**config.mk**
```make
export PLATFORM = sky130hd
export DESIGN_NAME = sar_alarm_bank
export DESIGN_NICKNAME = d
export VERILOG_FILES = /design/src/sar_pkg.sv /design/src/sar_alarm_bank.sv /design/src/sar_reseed_fsm.sv
export SDC_FILE = /design/constraint.sdc
export NUM_CORES = 1
export LEC_CHECK = 0
export BUFFER_PORTS_ARGS = -buffer_cell sky130_fd_sc_hd__buf_4
export CORE_UTILIZATION = 40
export CTS_CLUSTER_SIZE = 25
export DETAILED_ROUTE_END_ITERATION = 8
export PLACE_DENSITY = 0.76
export SYNTH_ARGS = -nofsm -noshare
export SYNTH_HDL_FRONTEND = slang
export SYNTH_SLANG_ARGS = --single-unit
```
**constraint.sdc**
```tcl
create_clock -name sys_clk -period 1.7 [get_ports sys_clk]
set_input_delay 0.17 -clock sys_clk [delete_from_list [all_inputs] [get_ports sys_clk]]
set_output_delay 0.17 -clock sys_clk [all_outputs]
set_load 0.02 [all_outputs]
```
**src/sar_pkg.sv**
```systemverilog
// constants, types and helpers shared by the alarm status readback block
package sar_pkg;

  // ==========================================================================
  // register port
  localparam int SAR_ADDR_W = 16;
  localparam int SAR_DATA_W = 8;
  localparam int SAR_NUM_CH = 14;

  localparam logic [15:0] SAR_ADDR_ALARM_MASK = 16'h0071;
  localparam logic [15:0] SAR_ADDR_ALARM_SUMMARY = 16'h007b;
  localparam logic [15:0] SAR_ADDR_ALARM_DETAIL = 16'h007d;
  localparam logic [15:0] SAR_ADDR_ALARM_SPARE = 16'h007f;
  localparam logic [15:0] SAR_ADDR_REF_FSM_STATUS = 16'h0091;

  // ==========================================================================
  // field positions
  localparam int SAR_MASK_SYNC_REQ_BIT = 4;
  localparam int SAR_MASK_PHASE_BIT = 2;
  localparam int SAR_MASK_REF_SYNC_BIT = 1;
  localparam int SAR_SUMMARY_ALARM_BIT = 0;
  localparam int SAR_DETAIL_SYNC_REQ_BIT = 4;
  localparam int SAR_DETAIL_PHASE_BIT = 2;
  localparam int SAR_DETAIL_NEVER_SYNC_BIT = 1;
  localparam int SAR_FSM_BUSY_BIT = 4;
  localparam int SAR_FSM_CODE_LSB = 0;
  localparam int SAR_FSM_CODE_W = 4;

  // ==========================================================================
  // reset values and writable mask bits
  localparam logic [7:0] SAR_MASK_RESET = 8'h00;
  localparam logic [7:0] SAR_MASK_WRITABLE = 8'h16;
  localparam logic [7:0] SAR_DATA_RESET = 8'h00;
  localparam logic SAR_NEVER_SYNC_RESET = 1'b1;

  // ==========================================================================
  // reseed step codes as reported
  localparam logic [3:0] SAR_CODE_RESET = 4'h0;
  localparam logic [3:0] SAR_CODE_DONE = 4'h2;
  localparam logic [3:0] SAR_CODE_GET_READY_0 = 4'h4;
  localparam logic [3:0] SAR_CODE_GET_READY_1 = 4'h5;
  localparam logic [3:0] SAR_CODE_GET_READY_2 = 4'h6;
  localparam logic [3:0] SAR_CODE_RUNNING = 4'ha;
  localparam logic [3:0] SAR_CODE_START = 4'hb;
  localparam logic [3:0] SAR_CODE_POWER_UP_0 = 4'hc;
  localparam logic [3:0] SAR_CODE_POWER_UP_1 = 4'hd;
  localparam logic [3:0] SAR_CODE_POWER_UP_2 = 4'he;
  localparam logic [3:0] SAR_CODE_CLEAR_RESET = 4'hf;

  // ==========================================================================
  // types
  typedef enum logic [3:0] {
    st_reset, st_done, st_get_ready_0, st_get_ready_1, st_get_ready_2, st_running,
    st_start, st_power_up_0, st_power_up_1, st_power_up_2, st_clear_reset
  } sar_fsm_state_t;

  typedef enum logic [1:0] {seq_reseed, seq_pulse, seq_rsvd} sar_seq_t;

  typedef struct packed {
    logic reseed;
    logic pulse_gen;
    logic rsvd;
    logic pulse_run;
  } sar_trigger_t;

  typedef struct packed {
    logic sync_req;
    logic phase_valid;
    logic ext_sync;
    logic spi_sync;
  } sar_status_t;

  typedef struct packed {
    sar_fsm_state_t state;
    sar_seq_t seq;
    logic [3:0] code;
  } sar_fsm_reg_t;

  typedef struct packed {
    logic [7:0] mask;
    logic never_synced;
    logic busy;
    logic alarm;
    logic [7:0] rd_data;
    logic rd_valid;
    logic rd_unmapped;
    logic wr_ignored;
  } sar_bank_reg_t;

  // ==========================================================================
  // helpers
  function automatic logic [3:0] sar_state_code(input sar_fsm_state_t s);
    case (s)
      st_reset: sar_state_code = SAR_CODE_RESET;
      st_done: sar_state_code = SAR_CODE_DONE;
      st_get_ready_0: sar_state_code = SAR_CODE_GET_READY_0;
      st_get_ready_1: sar_state_code = SAR_CODE_GET_READY_1;
      st_get_ready_2: sar_state_code = SAR_CODE_GET_READY_2;
      st_running: sar_state_code = SAR_CODE_RUNNING;
      st_start: sar_state_code = SAR_CODE_START;
      st_power_up_0: sar_state_code = SAR_CODE_POWER_UP_0;
      st_power_up_1: sar_state_code = SAR_CODE_POWER_UP_1;
      st_power_up_2: sar_state_code = SAR_CODE_POWER_UP_2;
      st_clear_reset: sar_state_code = SAR_CODE_CLEAR_RESET;
      default: sar_state_code = SAR_CODE_RESET;
    endcase
  endfunction

endpackage

```
**src/sar_alarm_bank.sv**
```systemverilog
// alarm and reference status readback registers with alarm mask
//
// Function
// - alarm summary byte bit0 is combined alarm
// - alarm when any masked status condition active
// - detail bit2 shows output phase stable
// - detail bit1 high until first sync event
// - status bit4 busy when any channel requests clock while running
// - status bits3..0 show reseed step code
// - reseed steps follow one of three sequences
`timescale 1ns/10ps
module sar_alarm_bank
  import sar_pkg::*;
#(
  parameter int NUM_CH = SAR_NUM_CH
)(
  // clock and reset
  input wire logic sys_clk,
  input wire logic nrst,
  // register port
  input wire logic [SAR_ADDR_W-1:0] reg_addr,
  input wire logic reg_rd_en,
  input wire logic reg_wr_en,
  input wire logic [SAR_DATA_W-1:0] reg_wdata,
  output logic [SAR_DATA_W-1:0] reg_rdata,
  output logic reg_rvalid,
  output logic reg_unmapped,
  output logic reg_wr_ignored,
  // status from sync and pulse logic
  input sar_status_t status_in,
  // reseed triggers
  input sar_trigger_t reseed_trig,
  // channel state machines
  input wire logic [NUM_CH-1:0] ch_clk_req,
  input wire logic [NUM_CH-1:0] ch_running,
  // combined alarm
  output logic alarm
);

  // ==========================================================================
  // register select, one code per decoded byte
  typedef enum logic [2:0] {
    sel_mask,
    sel_summary,
    sel_detail,
    sel_spare,
    sel_fsm,
    sel_none
  } sar_sel_t;

  sar_bank_reg_t r;
  sar_bank_reg_t next_r;
  sar_sel_t reg_sel;
  logic [3:0] step_code;
  logic [NUM_CH-1:0] ch_busy;
  logic any_busy;
  logic sync_seen;
  logic alarm_cond;

  // ==========================================================================
  // reseed sequencer
  sar_reseed_fsm sar_reseed_fsm_inst (
    .sys_clk(sys_clk),
    .nrst(nrst),
    .trig(reseed_trig),
    .step_code(step_code)
  );

  // ==========================================================================
  // channel busy
  genvar gi;
  generate
    for (gi = 0; gi < NUM_CH; gi++) begin : g_ch
      assign ch_busy[gi] = ch_clk_req[gi] & ch_running[gi];
    end
  endgenerate
  assign any_busy = |ch_busy;

  // ==========================================================================
  // address decode, shared by the read and write paths
  function automatic sar_sel_t decode_addr(input logic [SAR_ADDR_W-1:0] a);
    sar_sel_t s;
    s = sel_none;
    if (a == SAR_ADDR_ALARM_MASK) begin
      s = sel_mask;
    end else if (a == SAR_ADDR_ALARM_SUMMARY) begin
      s = sel_summary;
    end else if (a == SAR_ADDR_ALARM_DETAIL) begin
      s = sel_detail;
    end else if (a == SAR_ADDR_ALARM_SPARE) begin
      s = sel_spare;
    end else if (a == SAR_ADDR_REF_FSM_STATUS) begin
      s = sel_fsm;
    end
    decode_addr = s;
  endfunction

  assign reg_sel = decode_addr(reg_addr);

  // ==========================================================================
  // byte assembly
  function automatic logic [7:0] summary_byte(input logic al);
    logic [7:0] b;
    b = 8'h00;
    b[SAR_SUMMARY_ALARM_BIT] = al;
    summary_byte = b;
  endfunction

  function automatic logic [7:0] detail_byte(input sar_status_t st, input logic never);
    logic [7:0] b;
    b = 8'h00;
    b[SAR_DETAIL_SYNC_REQ_BIT] = st.sync_req;
    b[SAR_DETAIL_PHASE_BIT] = st.phase_valid;
    b[SAR_DETAIL_NEVER_SYNC_BIT] = never;
    detail_byte = b;
  endfunction

  function automatic logic [7:0] fsm_byte(input logic bsy, input logic [3:0] code);
    logic [7:0] b;
    b = 8'h00;
    b[SAR_FSM_BUSY_BIT] = bsy;
    b[SAR_FSM_CODE_LSB +: SAR_FSM_CODE_W] = code;
    fsm_byte = b;
  endfunction

  // ==========================================================================
  // alarm combination
  assign sync_seen = status_in.ext_sync | status_in.spi_sync;
  always_comb begin
    alarm_cond = 1'b0;
    if (r.mask[SAR_MASK_SYNC_REQ_BIT] && status_in.sync_req) begin
      alarm_cond = 1'b1;
    end
    if (r.mask[SAR_MASK_PHASE_BIT] && !status_in.phase_valid) begin
      alarm_cond = 1'b1;
    end
    if (r.mask[SAR_MASK_REF_SYNC_BIT] && r.never_synced) begin
      alarm_cond = 1'b1;
    end
  end

  // ==========================================================================
  // next state
  always_comb begin
    next_r = r;
    next_r.rd_valid = 1'b0;
    next_r.wr_ignored = 1'b0;
    // history clears on the first sync and never sets again
    if (sync_seen) begin
      next_r.never_synced = 1'b0;
    end
    next_r.busy = any_busy;
    next_r.alarm = alarm_cond;

    // read decode, answered one cycle later; a write in the same
    // cycle lands after the read has taken the old mask
    if (reg_rd_en) begin
      next_r.rd_valid = 1'b1;
      next_r.rd_unmapped = 1'b0;
      case (reg_sel)
        sel_mask: begin
          next_r.rd_data = r.mask;
        end
        sel_summary: begin
          next_r.rd_data = summary_byte(r.alarm);
        end
        sel_detail: begin
          next_r.rd_data = detail_byte(status_in, r.never_synced);
        end
        sel_spare: begin
          next_r.rd_data = SAR_DATA_RESET;
        end
        sel_fsm: begin
          next_r.rd_data = fsm_byte(r.busy, step_code);
        end
        default: begin
          // unknown address: zero data, flag stands until the next read
          next_r.rd_data = SAR_DATA_RESET;
          next_r.rd_unmapped = 1'b1;
        end
      endcase
    end

    // write decode: only the mask holds storage
    if (reg_wr_en) begin
      if (reg_sel == sel_mask) begin
        // reserved mask bits cannot be set
        next_r.mask = reg_wdata & SAR_MASK_WRITABLE;
      end else begin
        next_r.wr_ignored = 1'b1;
      end
    end
  end

  // ==========================================================================
  // registers
  always_ff @(posedge sys_clk or negedge nrst) begin
    if (!nrst) begin
      r.mask <= SAR_MASK_RESET;
      r.never_synced <= SAR_NEVER_SYNC_RESET;
      r.busy <= 1'b0;
      r.alarm <= 1'b0;
      r.rd_data <= SAR_DATA_RESET;
      r.rd_valid <= 1'b0;
      r.rd_unmapped <= 1'b0;
      r.wr_ignored <= 1'b0;
    end else begin
      r <= next_r;
    end
  end

  // ==========================================================================
  // outputs
  assign reg_rdata = r.rd_data;
  assign reg_rvalid = r.rd_valid;
  assign reg_unmapped = r.rd_unmapped;
  assign reg_wr_ignored = r.wr_ignored;
  assign alarm = r.alarm;

endmodule

```
**src/sar_reseed_fsm.sv**
```systemverilog
// reseed step sequencer with three trigger-dependent progressions
`timescale 1ns/10ps
module sar_reseed_fsm
  import sar_pkg::*;
(
  // clock and reset
  input wire logic sys_clk,
  input wire logic nrst,
  // triggers
  input sar_trigger_t trig,
  // step code
  output logic [3:0] step_code
);

  sar_fsm_reg_t r;
  sar_fsm_reg_t next_r;

  // ==========================================================================
  // sequencing
  always_comb begin
    next_r = r;
    case (r.state)
      st_reset, st_done: begin
        // priority reseed, then pulse generator, then reserved
        if (trig.reseed) begin
          next_r.seq = seq_reseed;
          next_r.state = st_clear_reset;
        end else if (trig.pulse_gen) begin
          next_r.seq = seq_pulse;
          next_r.state = st_get_ready_0;
        end else if (trig.rsvd) begin
          next_r.seq = seq_rsvd;
          next_r.state = st_clear_reset;
        end else begin
          next_r.state = st_reset;
        end
      end
      st_clear_reset: begin
        if (r.seq == seq_rsvd) begin
          next_r.state = st_start;
        end else begin
          next_r.state = st_power_up_0;
        end
      end
      st_power_up_0: next_r.state = st_power_up_1;
      st_power_up_1: next_r.state = st_power_up_2;
      st_power_up_2: next_r.state = st_start;
      st_start: next_r.state = st_done;
      st_get_ready_0: next_r.state = st_get_ready_1;
      st_get_ready_1: next_r.state = st_get_ready_2;
      st_get_ready_2: next_r.state = st_running;
      st_running: begin
        // holds while the pulse generator keeps running
        if (!trig.pulse_run) begin
          next_r.state = st_done;
        end
      end
      default: next_r.state = st_reset;
    endcase
    next_r.code = sar_state_code(next_r.state);
  end

  always_ff @(posedge sys_clk or negedge nrst) begin
    if (!nrst) begin
      r.state <= st_reset;
      r.seq <= seq_reseed;
      r.code <= SAR_CODE_RESET;
    end else begin
      r <= next_r;
    end
  end

  assign step_code = r.code;

endmodule
```
==> metrics, run 1 <==
Vias/cell 5.224; fraction of layout cells with a size suffix above 1 0.4595; maxcap violations 0; vias in the first global route 1,344; Sink Count 24; gpl congestion 0.8125; core area 3337 µm²; Die X 61.24 µm; Nets 291; Adder-Cell Fraction of Synth Area 0.03565; first-pass GRT wire length 5.513 mm; total routed wirelength 3.496 mm; crit path max fanout 5; DRC violations left 0; Final Critical Period 1699 ps; Congestion Overflow GR 0; fmax 588.6 MHz; xor and xnor area share after synthesis 0.01872; TritonCTS clock tree built; Crit Path Category reg2reg; CP Launch Type register; port buffer count 67; Yosys top cell area share 0.4100; site row count 21; largest family of logic cells by synthesized area simple AND/OR/NAND/NOR gates; largest net degree at the start of global routing 25; setup_tns 0 ps; Cells after Synth 145; asr flop ratio synth 1.000; H-tree depth 1; register area 605.6 µm²; Pwr Total 2.460 mW; worst endpoint required time 1910 ps; final worst setup slack 1.079 ps; final hold vios 0; RSZ-0062 raised after global routing yes; critical path capture point type register; worst-skew pair later-pin latency 320 ps; area leader, netlist dfrtp_1; Synth Area in Compound Gates 0.1979; Post-synth EDFFs 0; TritonCTS buffer count 3; filler cell count 280; Post-Synthesis Cell Area 1404 µm²; skew final 8.406 ps; top cells by area, synth dfrtp_1 41%, a22oi_1 4.8%, buf_4 4.3%; Min-Delay Path Class in2reg; WL/cell 13.04 µm; Bufs on Longest Clock Path 2; area delta synth->final 49.47%; YS warnings 0; status complete, no violations; synth unique cells 43; Post-Synth Simple-Gate Area 0.2139; Ports 76; GRT Util Overall 0.1983; Ant. Diodes 0; top_reg_cell synth dfrtp_1; Die Span Y 61.24 µm; clk root buf clkbuf_4; Starting Density 0.4207; area of the multi-input gates 732.0 µm²; Mean Syn Cell Area 9.682 µm²; Setup Slack @ Placement -21.01 ps; fin. max-slew vios 0; sequential area share after synthesis 0.4287; router iterations before antenna repair 4; clock-pin slew on the worst setup and hold paths 130 ps; Vias 1,400; mux contribution to synthesized area 0.02406; pwr dens 1172 nW/µm²; antenna viol nets, final 0; crit path DAT 1910 ps; worst vdd ir 0.0005405 V; Tcrit/Tclk final 0.9994; Die Footprint 3750 µm²; final setup violation count 0; Iteration-0 DRC Markers 42; Detailed Place HPWL 2.749 mm; Leak Pwr 1.011 nW; Util after Layout 0.6288; flops & latches, synth 24; initial antenna violation count 0
-- state kept, by name (all words and copies together), names as in the netlist --
register,count
r,5
sar_reseed_fsm_inst.r,6
reg_unmapped,1
alarm,1
reg_rdata,5
sar_reseed_fsm_inst.step_code,4
reg_rvalid,1
reg_wr_ignored,1
-- metrics by stage --
step / hold WS [ps] / instances / instance area [µm²]
after global placement: 80.55 / 258 / 1983
after detailed placement: 82.85 / 258 / 1983
after floorplan: -125.6 / 147 / 1440
after global routing: 23.02 / 268 / 2098
after CTS: 30.55 / 270 / 2092
final: 33.92 / 268 / 2098
-- logic make-up (layout without fill, tap and decap cells) --
logic type                 count (synthesis)  after routing
muxes                                      3              3
DFF                                       24             24
and+or+nand+nor                           51             51
AOI/OAI and AO/OA                         39             39
buffers and inverters                     20             95
adders and majority gates                  4              4
other                                      1              3
xor gates and xnor gates                   3              3
-- timing repair --
action | 4_1_cts | 5_1_grt
endpoints found under the setup margin | 4 | 4
setup buffers | 4 | 0
endpoints found under the hold margin | 26 | 0
resized for setup | 2 | 8
hold buffers | 4 | 0
pin swaps | 4 | 6
-- final cells by class --
cell class	instances	share of cell area
Multi-Input combinational cell	103	0.3488
Timing Repair Buffer	83	0.3035
Sequential cell	24	0.2886
Tap cell	46	0.02743
Clock buffer	4	0.01729
Inverter	8	0.01431
-- synthesized netlist by cell type, drive strengths merged (4+ instances only) --
| master | instances |
|---|---|
| a21oi | 6 |
| nor2 | 9 |
| nand2 | 13 |
| buf | 12 |
| a22o | 4 |
| o21ai | 6 |
| inv | 8 |
| dfrtp | 23 |
| a22oi | 9 |
| ha | 4 |
| nor3 | 8 |
-- layer usage --
| metal | wire length, µm | global-route usage | up-vias |
|---|---|---|---|
| met5 | 0 | 0 | - |
| met4 | 55 | 0.05844 | 0 |
| met3 | 185 | 0.01681 | 6 |
| met2 | 1880 | 0.3991 | 68 |
| met1 | 1375 | 0.2169 | 649 |
| li1 | - | - | 677 |
-- worst max-delay path, stage by stage, from the launching register on --
cell and delay (ps):
dfrtp_2 470, or3_4 380, nand4_1 170, inv_2 90, ha_4 170, o32a_1 320
-- placed cells by master (no fill, tap or decap), drive strengths merged, types with 2 or more instances in the layout --
master | netlist | final
a211oi | 3 | 3
a21oi | 6 | 6
a221oi | 2 | 2
a22o | 4 | 4
a22oi | 9 | 9
a31oi | 2 | 2
buf | 12 | 79
clkbuf | 0 | 4
conb | 1 | 3
dfrtp | 23 | 23
dlygate4sd3 | 0 | 4
ha | 4 | 4
inv | 8 | 8
mux2 | 3 | 3
nand2 | 13 | 13
nand2b | 3 | 3
nand3b | 3 | 3
nand4 | 3 | 3
nor2 | 9 | 9
nor2b | 2 | 2
nor3 | 8 | 8
nor3b | 2 | 2
nor4 | 3 | 3
o21ai | 6 | 6
o31ai | 2 | 2
xor2 | 2 | 2
-- worst paths after layout --
check	from	endpoint	slack, ps	cells after the start
worst min-delay path	status_in[2]	alarm$_DFF_PN0_	30	2
worst min register to register	reg_rdata[0]$_DFFE_PN0P_	reg_rdata[0]$_DFFE_PN0P_	500	2
max in group asynchronous	nrst	r[13]$_DFFE_PN1P_	1170	2
worst max register to register	sar_reseed_fsm_inst.r[9]$_DFF_PN0_	sar_reseed_fsm_inst.step_code[0]$_DFF_PN0_	1	5
worst max-delay path	sar_reseed_fsm_inst.r[9]$_DFF_PN0_	sar_reseed_fsm_inst.step_code[0]$_DFF_PN0_	1	5
min in group asynchronous	nrst	reg_rdata[1]$_DFFE_PN0P_	250	2
-- report_power, final --
group	leakage [nW]	internal [mW]	switching (mW)
Combinational	0.695	0.678	0.659
Clock	0.0210	0.131	0.175
Sequential	0.295	0.710	0.107
Total	1.01	1.52	0.941
No activity file was read; power rests on OpenSTA's default activity.
==> run 2: changes to the inputs <==
CELL_PAD_IN_SITES_DETAIL_PLACEMENT = 1   (was not set)
CELL_PAD_IN_SITES_GLOBAL_PLACEMENT = 2   (was not set)
CORE_UTILIZATION = 22   (was 40)
PLACE_DENSITY = not set   (was 0.76)
PLACE_DENSITY_LB_ADDON = 0.1   (was not set)
==> run 2 against run 1 <==
- sequential share of layout area fell by 1.5 points
- largest power group unchanged
- critical endpoint unchanged
- hold slack got worse by 21 ps
- via count rose by 1.1%
- the flow now finishes with violations (negative setup slack)
- global-route usage fell by 6.3 points
- combinational power rose by 19%
==> metrics, run 2 (same netlist as run 1, synthesis figures left out) <==
status finished with violations; failing checks negative setup slack; crit path DAT 1900 ps (about the same); area of the multi-input gates 749.5 µm² (+2.4%); worst-skew pair later-pin latency 270 ps (-50 ps); final worst setup slack -33.48 ps (-34.56 ps); Leak Pwr 1.048 nW (+3.7%); clk root buf clkbuf_8; Crit Path Category reg2reg; skew final 7.560 ps (-0.8463 ps); Die X 81.88 µm (+34%); Starting Density 0.2330 (-0.1877); Vias 1,416 (+1.1%); Comb power frac 0.543 (about the same); Ports 76 (unchanged); core area 6026 µm² (+81%); NetSw 1.051 mW (+12%); CP Launch Type register; Ant. Diodes 0 (unchanged); Congestion Overflow GR 0 (unchanged); H-tree depth 1 (unchanged); Sink Count 24 (unchanged); GRT Util Overall 0.1356 (-0.06269); vias in the first global route 1,509 (+12%); Tcrit/Tclk final 1.020 (+0.02033); first-pass GRT wire length 6.913 mm (+25%); Die Span Y 81.88 µm (+34%); antenna viol nets, final 0 (unchanged); FF-to-FF Start sar_reseed_fsm_inst.r[7]$_DFF_PN0_; Util after Layout 0.3679 (-0.2609); area delta synth->final 57.93%; fraction of layout cells with a size suffix above 1 0.4956 (+0.03612); Pwr Total 2.931 mW (+19%); Hold Startpoint status_in[1]; TritonCTS buffer count 3 (unchanged); critical path capture point type register; maxcap violations 0 (unchanged); router iterations before antenna repair 4 (unchanged); Power Internal 1.881 mW (+24%); Vias/cell 4.704 (-9.9%); cells on worst reg2reg path 5 (unchanged); Final Critical Period 1733 ps (+34.56 ps); site row count 28 (+33%); RR Endpoint sar_reseed_fsm_inst.step_code[0]$_DFF_PN0_; worst endpoint required time 1860 ps (-50 ps); RSZ-0062 raised after global routing yes; initial antenna violation count 0 (unchanged); fin. max-slew vios 0 (unchanged); largest net degree at the start of global routing 25 (unchanged); Worst Setup SP sar_reseed_fsm_inst.r[7]$_DFF_PN0_; clock-pin slew on the worst setup and hold paths 90 ps (-40 ps); final setup violation count 3 (+3); WL/cell 13.87 µm (+6.3%); Iteration-0 DRC Markers 27 (-36%); fmax 576.9 MHz (-2.0%); crit path max fanout 6 (+1); max reg flops 6 (unchanged); Sw Share 0.3584 (-0.02405); filler cell count 708 (+150%); gpl congestion 0.7942 (-2.3%); clock share of power 0.173 (+0.049); Setup Slack @ Placement -46.40 ps (-25.39 ps); Min-Delay Path Class in2reg; worst vdd ir 0.0005166 V (-4.4%); most frequent cells in the layout 83 x buf_4, 20 x dfrtp_1, 13 x nand2_1, 9 x a22oi_1, 8 x nor2_1; DRC violations left 0 (unchanged); TritonCTS clock tree built; total routed wirelength 4.175 mm (+19%); Nets 295 (+1.4%); hold path depth 2 (unchanged); final hold vios 0 (unchanged); Die Footprint 6704 µm² (+79%); Detailed Place HPWL 3.369 mm (+23%); Bufs on Longest Clock Path 2 (unchanged); pwr dens 1322 nW/µm² (+13%); Biggest register sar_reseed_fsm_inst.r; leading cell type in the layout, fill and taps excluded buf_4; port buffer count 67 (unchanged); Reg power frac 0.284 (-0.048); Hold EP r[13]$_DFFE_PN1P_; Reg2Reg Setup Slack -30 ps (-30 ps); register area 605.6 µm² (unchanged)
run 2: power groups by stage:
| stage | clock network (mW) | logic, mW | registers (mW) |
|---|---|---|---|
| 2_1_floorplan | 0 | 0.769 | 0.783 |
| 3_3_place_gp | 0 | 1.19 | 0.816 |
| 3_5_place_dp | 0 | 1.24 | 0.823 |
| 4_1_cts | 0.522 | 1.36 | 0.814 |
| 5_1_grt | 0.550 | 1.76 | 0.849 |
| 6_report | 0.508 | 1.59 | 0.831 |
run 2: stage by stage:
step                      setup TNS, ps  area, µm²  hold WS, ps  cells
after global routing             -382.8       2217        7.068    301
after detailed placement         -80.28       2034        96.74    289
final                            -57.89       2217        13.35    301
after CTS                        -2.715       2147        8.563    298
after global placement                0       2034        93.67    289
after floorplan                  -19.62       1440       -125.6    147
run 2: critical path: stages (launching register included):
cell and delay, ps:
dfrtp_2 470, or3_4 380, nand4_1 200, inv_2 80, ha_4 170, o32a_1 320
run 2: what timing repair did:
| action | CTS | global route |
|---|---|---|
| setup buffers | 4 | 3 |
| setup endpoints to repair | 4 | 4 |
| gates cloned | 0 | 0 |
| endpoints found under the hold margin | 23 | 0 |
| hold buffers | 1 | 0 |
| pin swaps | 2 | 4 |
| gates resized for setup | 1 | 15 |
run 2: cell type report:
class / count / area share
clock buffers: 3 / 0.01862
clock inverters: 1 / 0.01354
inverters: 8 / 0.01354
multi-input cells: 103 / 0.3380
flip-flops and latches: 24 / 0.2731
well taps: 75 / 0.04232
repair buffers: 87 / 0.3008
run 2: metal layers:
| layer | GRT usage | part of all wire | vias up |
|---|---|---|---|
| li1 | - | - | 679 |
| met3 | 0.02444 | 0.064 | 5 |
| met1 | 0.1584 | 0.40 | 679 |
| met4 | 0.05789 | 0.016 | 0 |
| met5 | 0 | 0 | - |
| met2 | 0.2405 | 0.52 | 53 |
run 2: worst max path at each step:
stage / endpoint / slack, ps / depth (start not counted)
6_report: sar_reseed_fsm_inst.step_code[0]$_DFF_PN0_ / -30 / 5
5_1_grt: sar_reseed_fsm_inst.step_code[2]$_DFF_PN0_ / -130 / 7
4_1_cts: sar_reseed_fsm_inst.step_code[0]$_DFF_PN0_ / -3 / 5
3_5_place_dp: sar_reseed_fsm_inst.step_code[0]$_DFF_PN0_ / -50 / 5
3_3_place_gp: sar_reseed_fsm_inst.step_code[0]$_DFF_PN0_ / 20 / 5
2_1_floorplan: sar_reseed_fsm_inst.step_code[0]$_DFF_PN0_ / -10 / 6
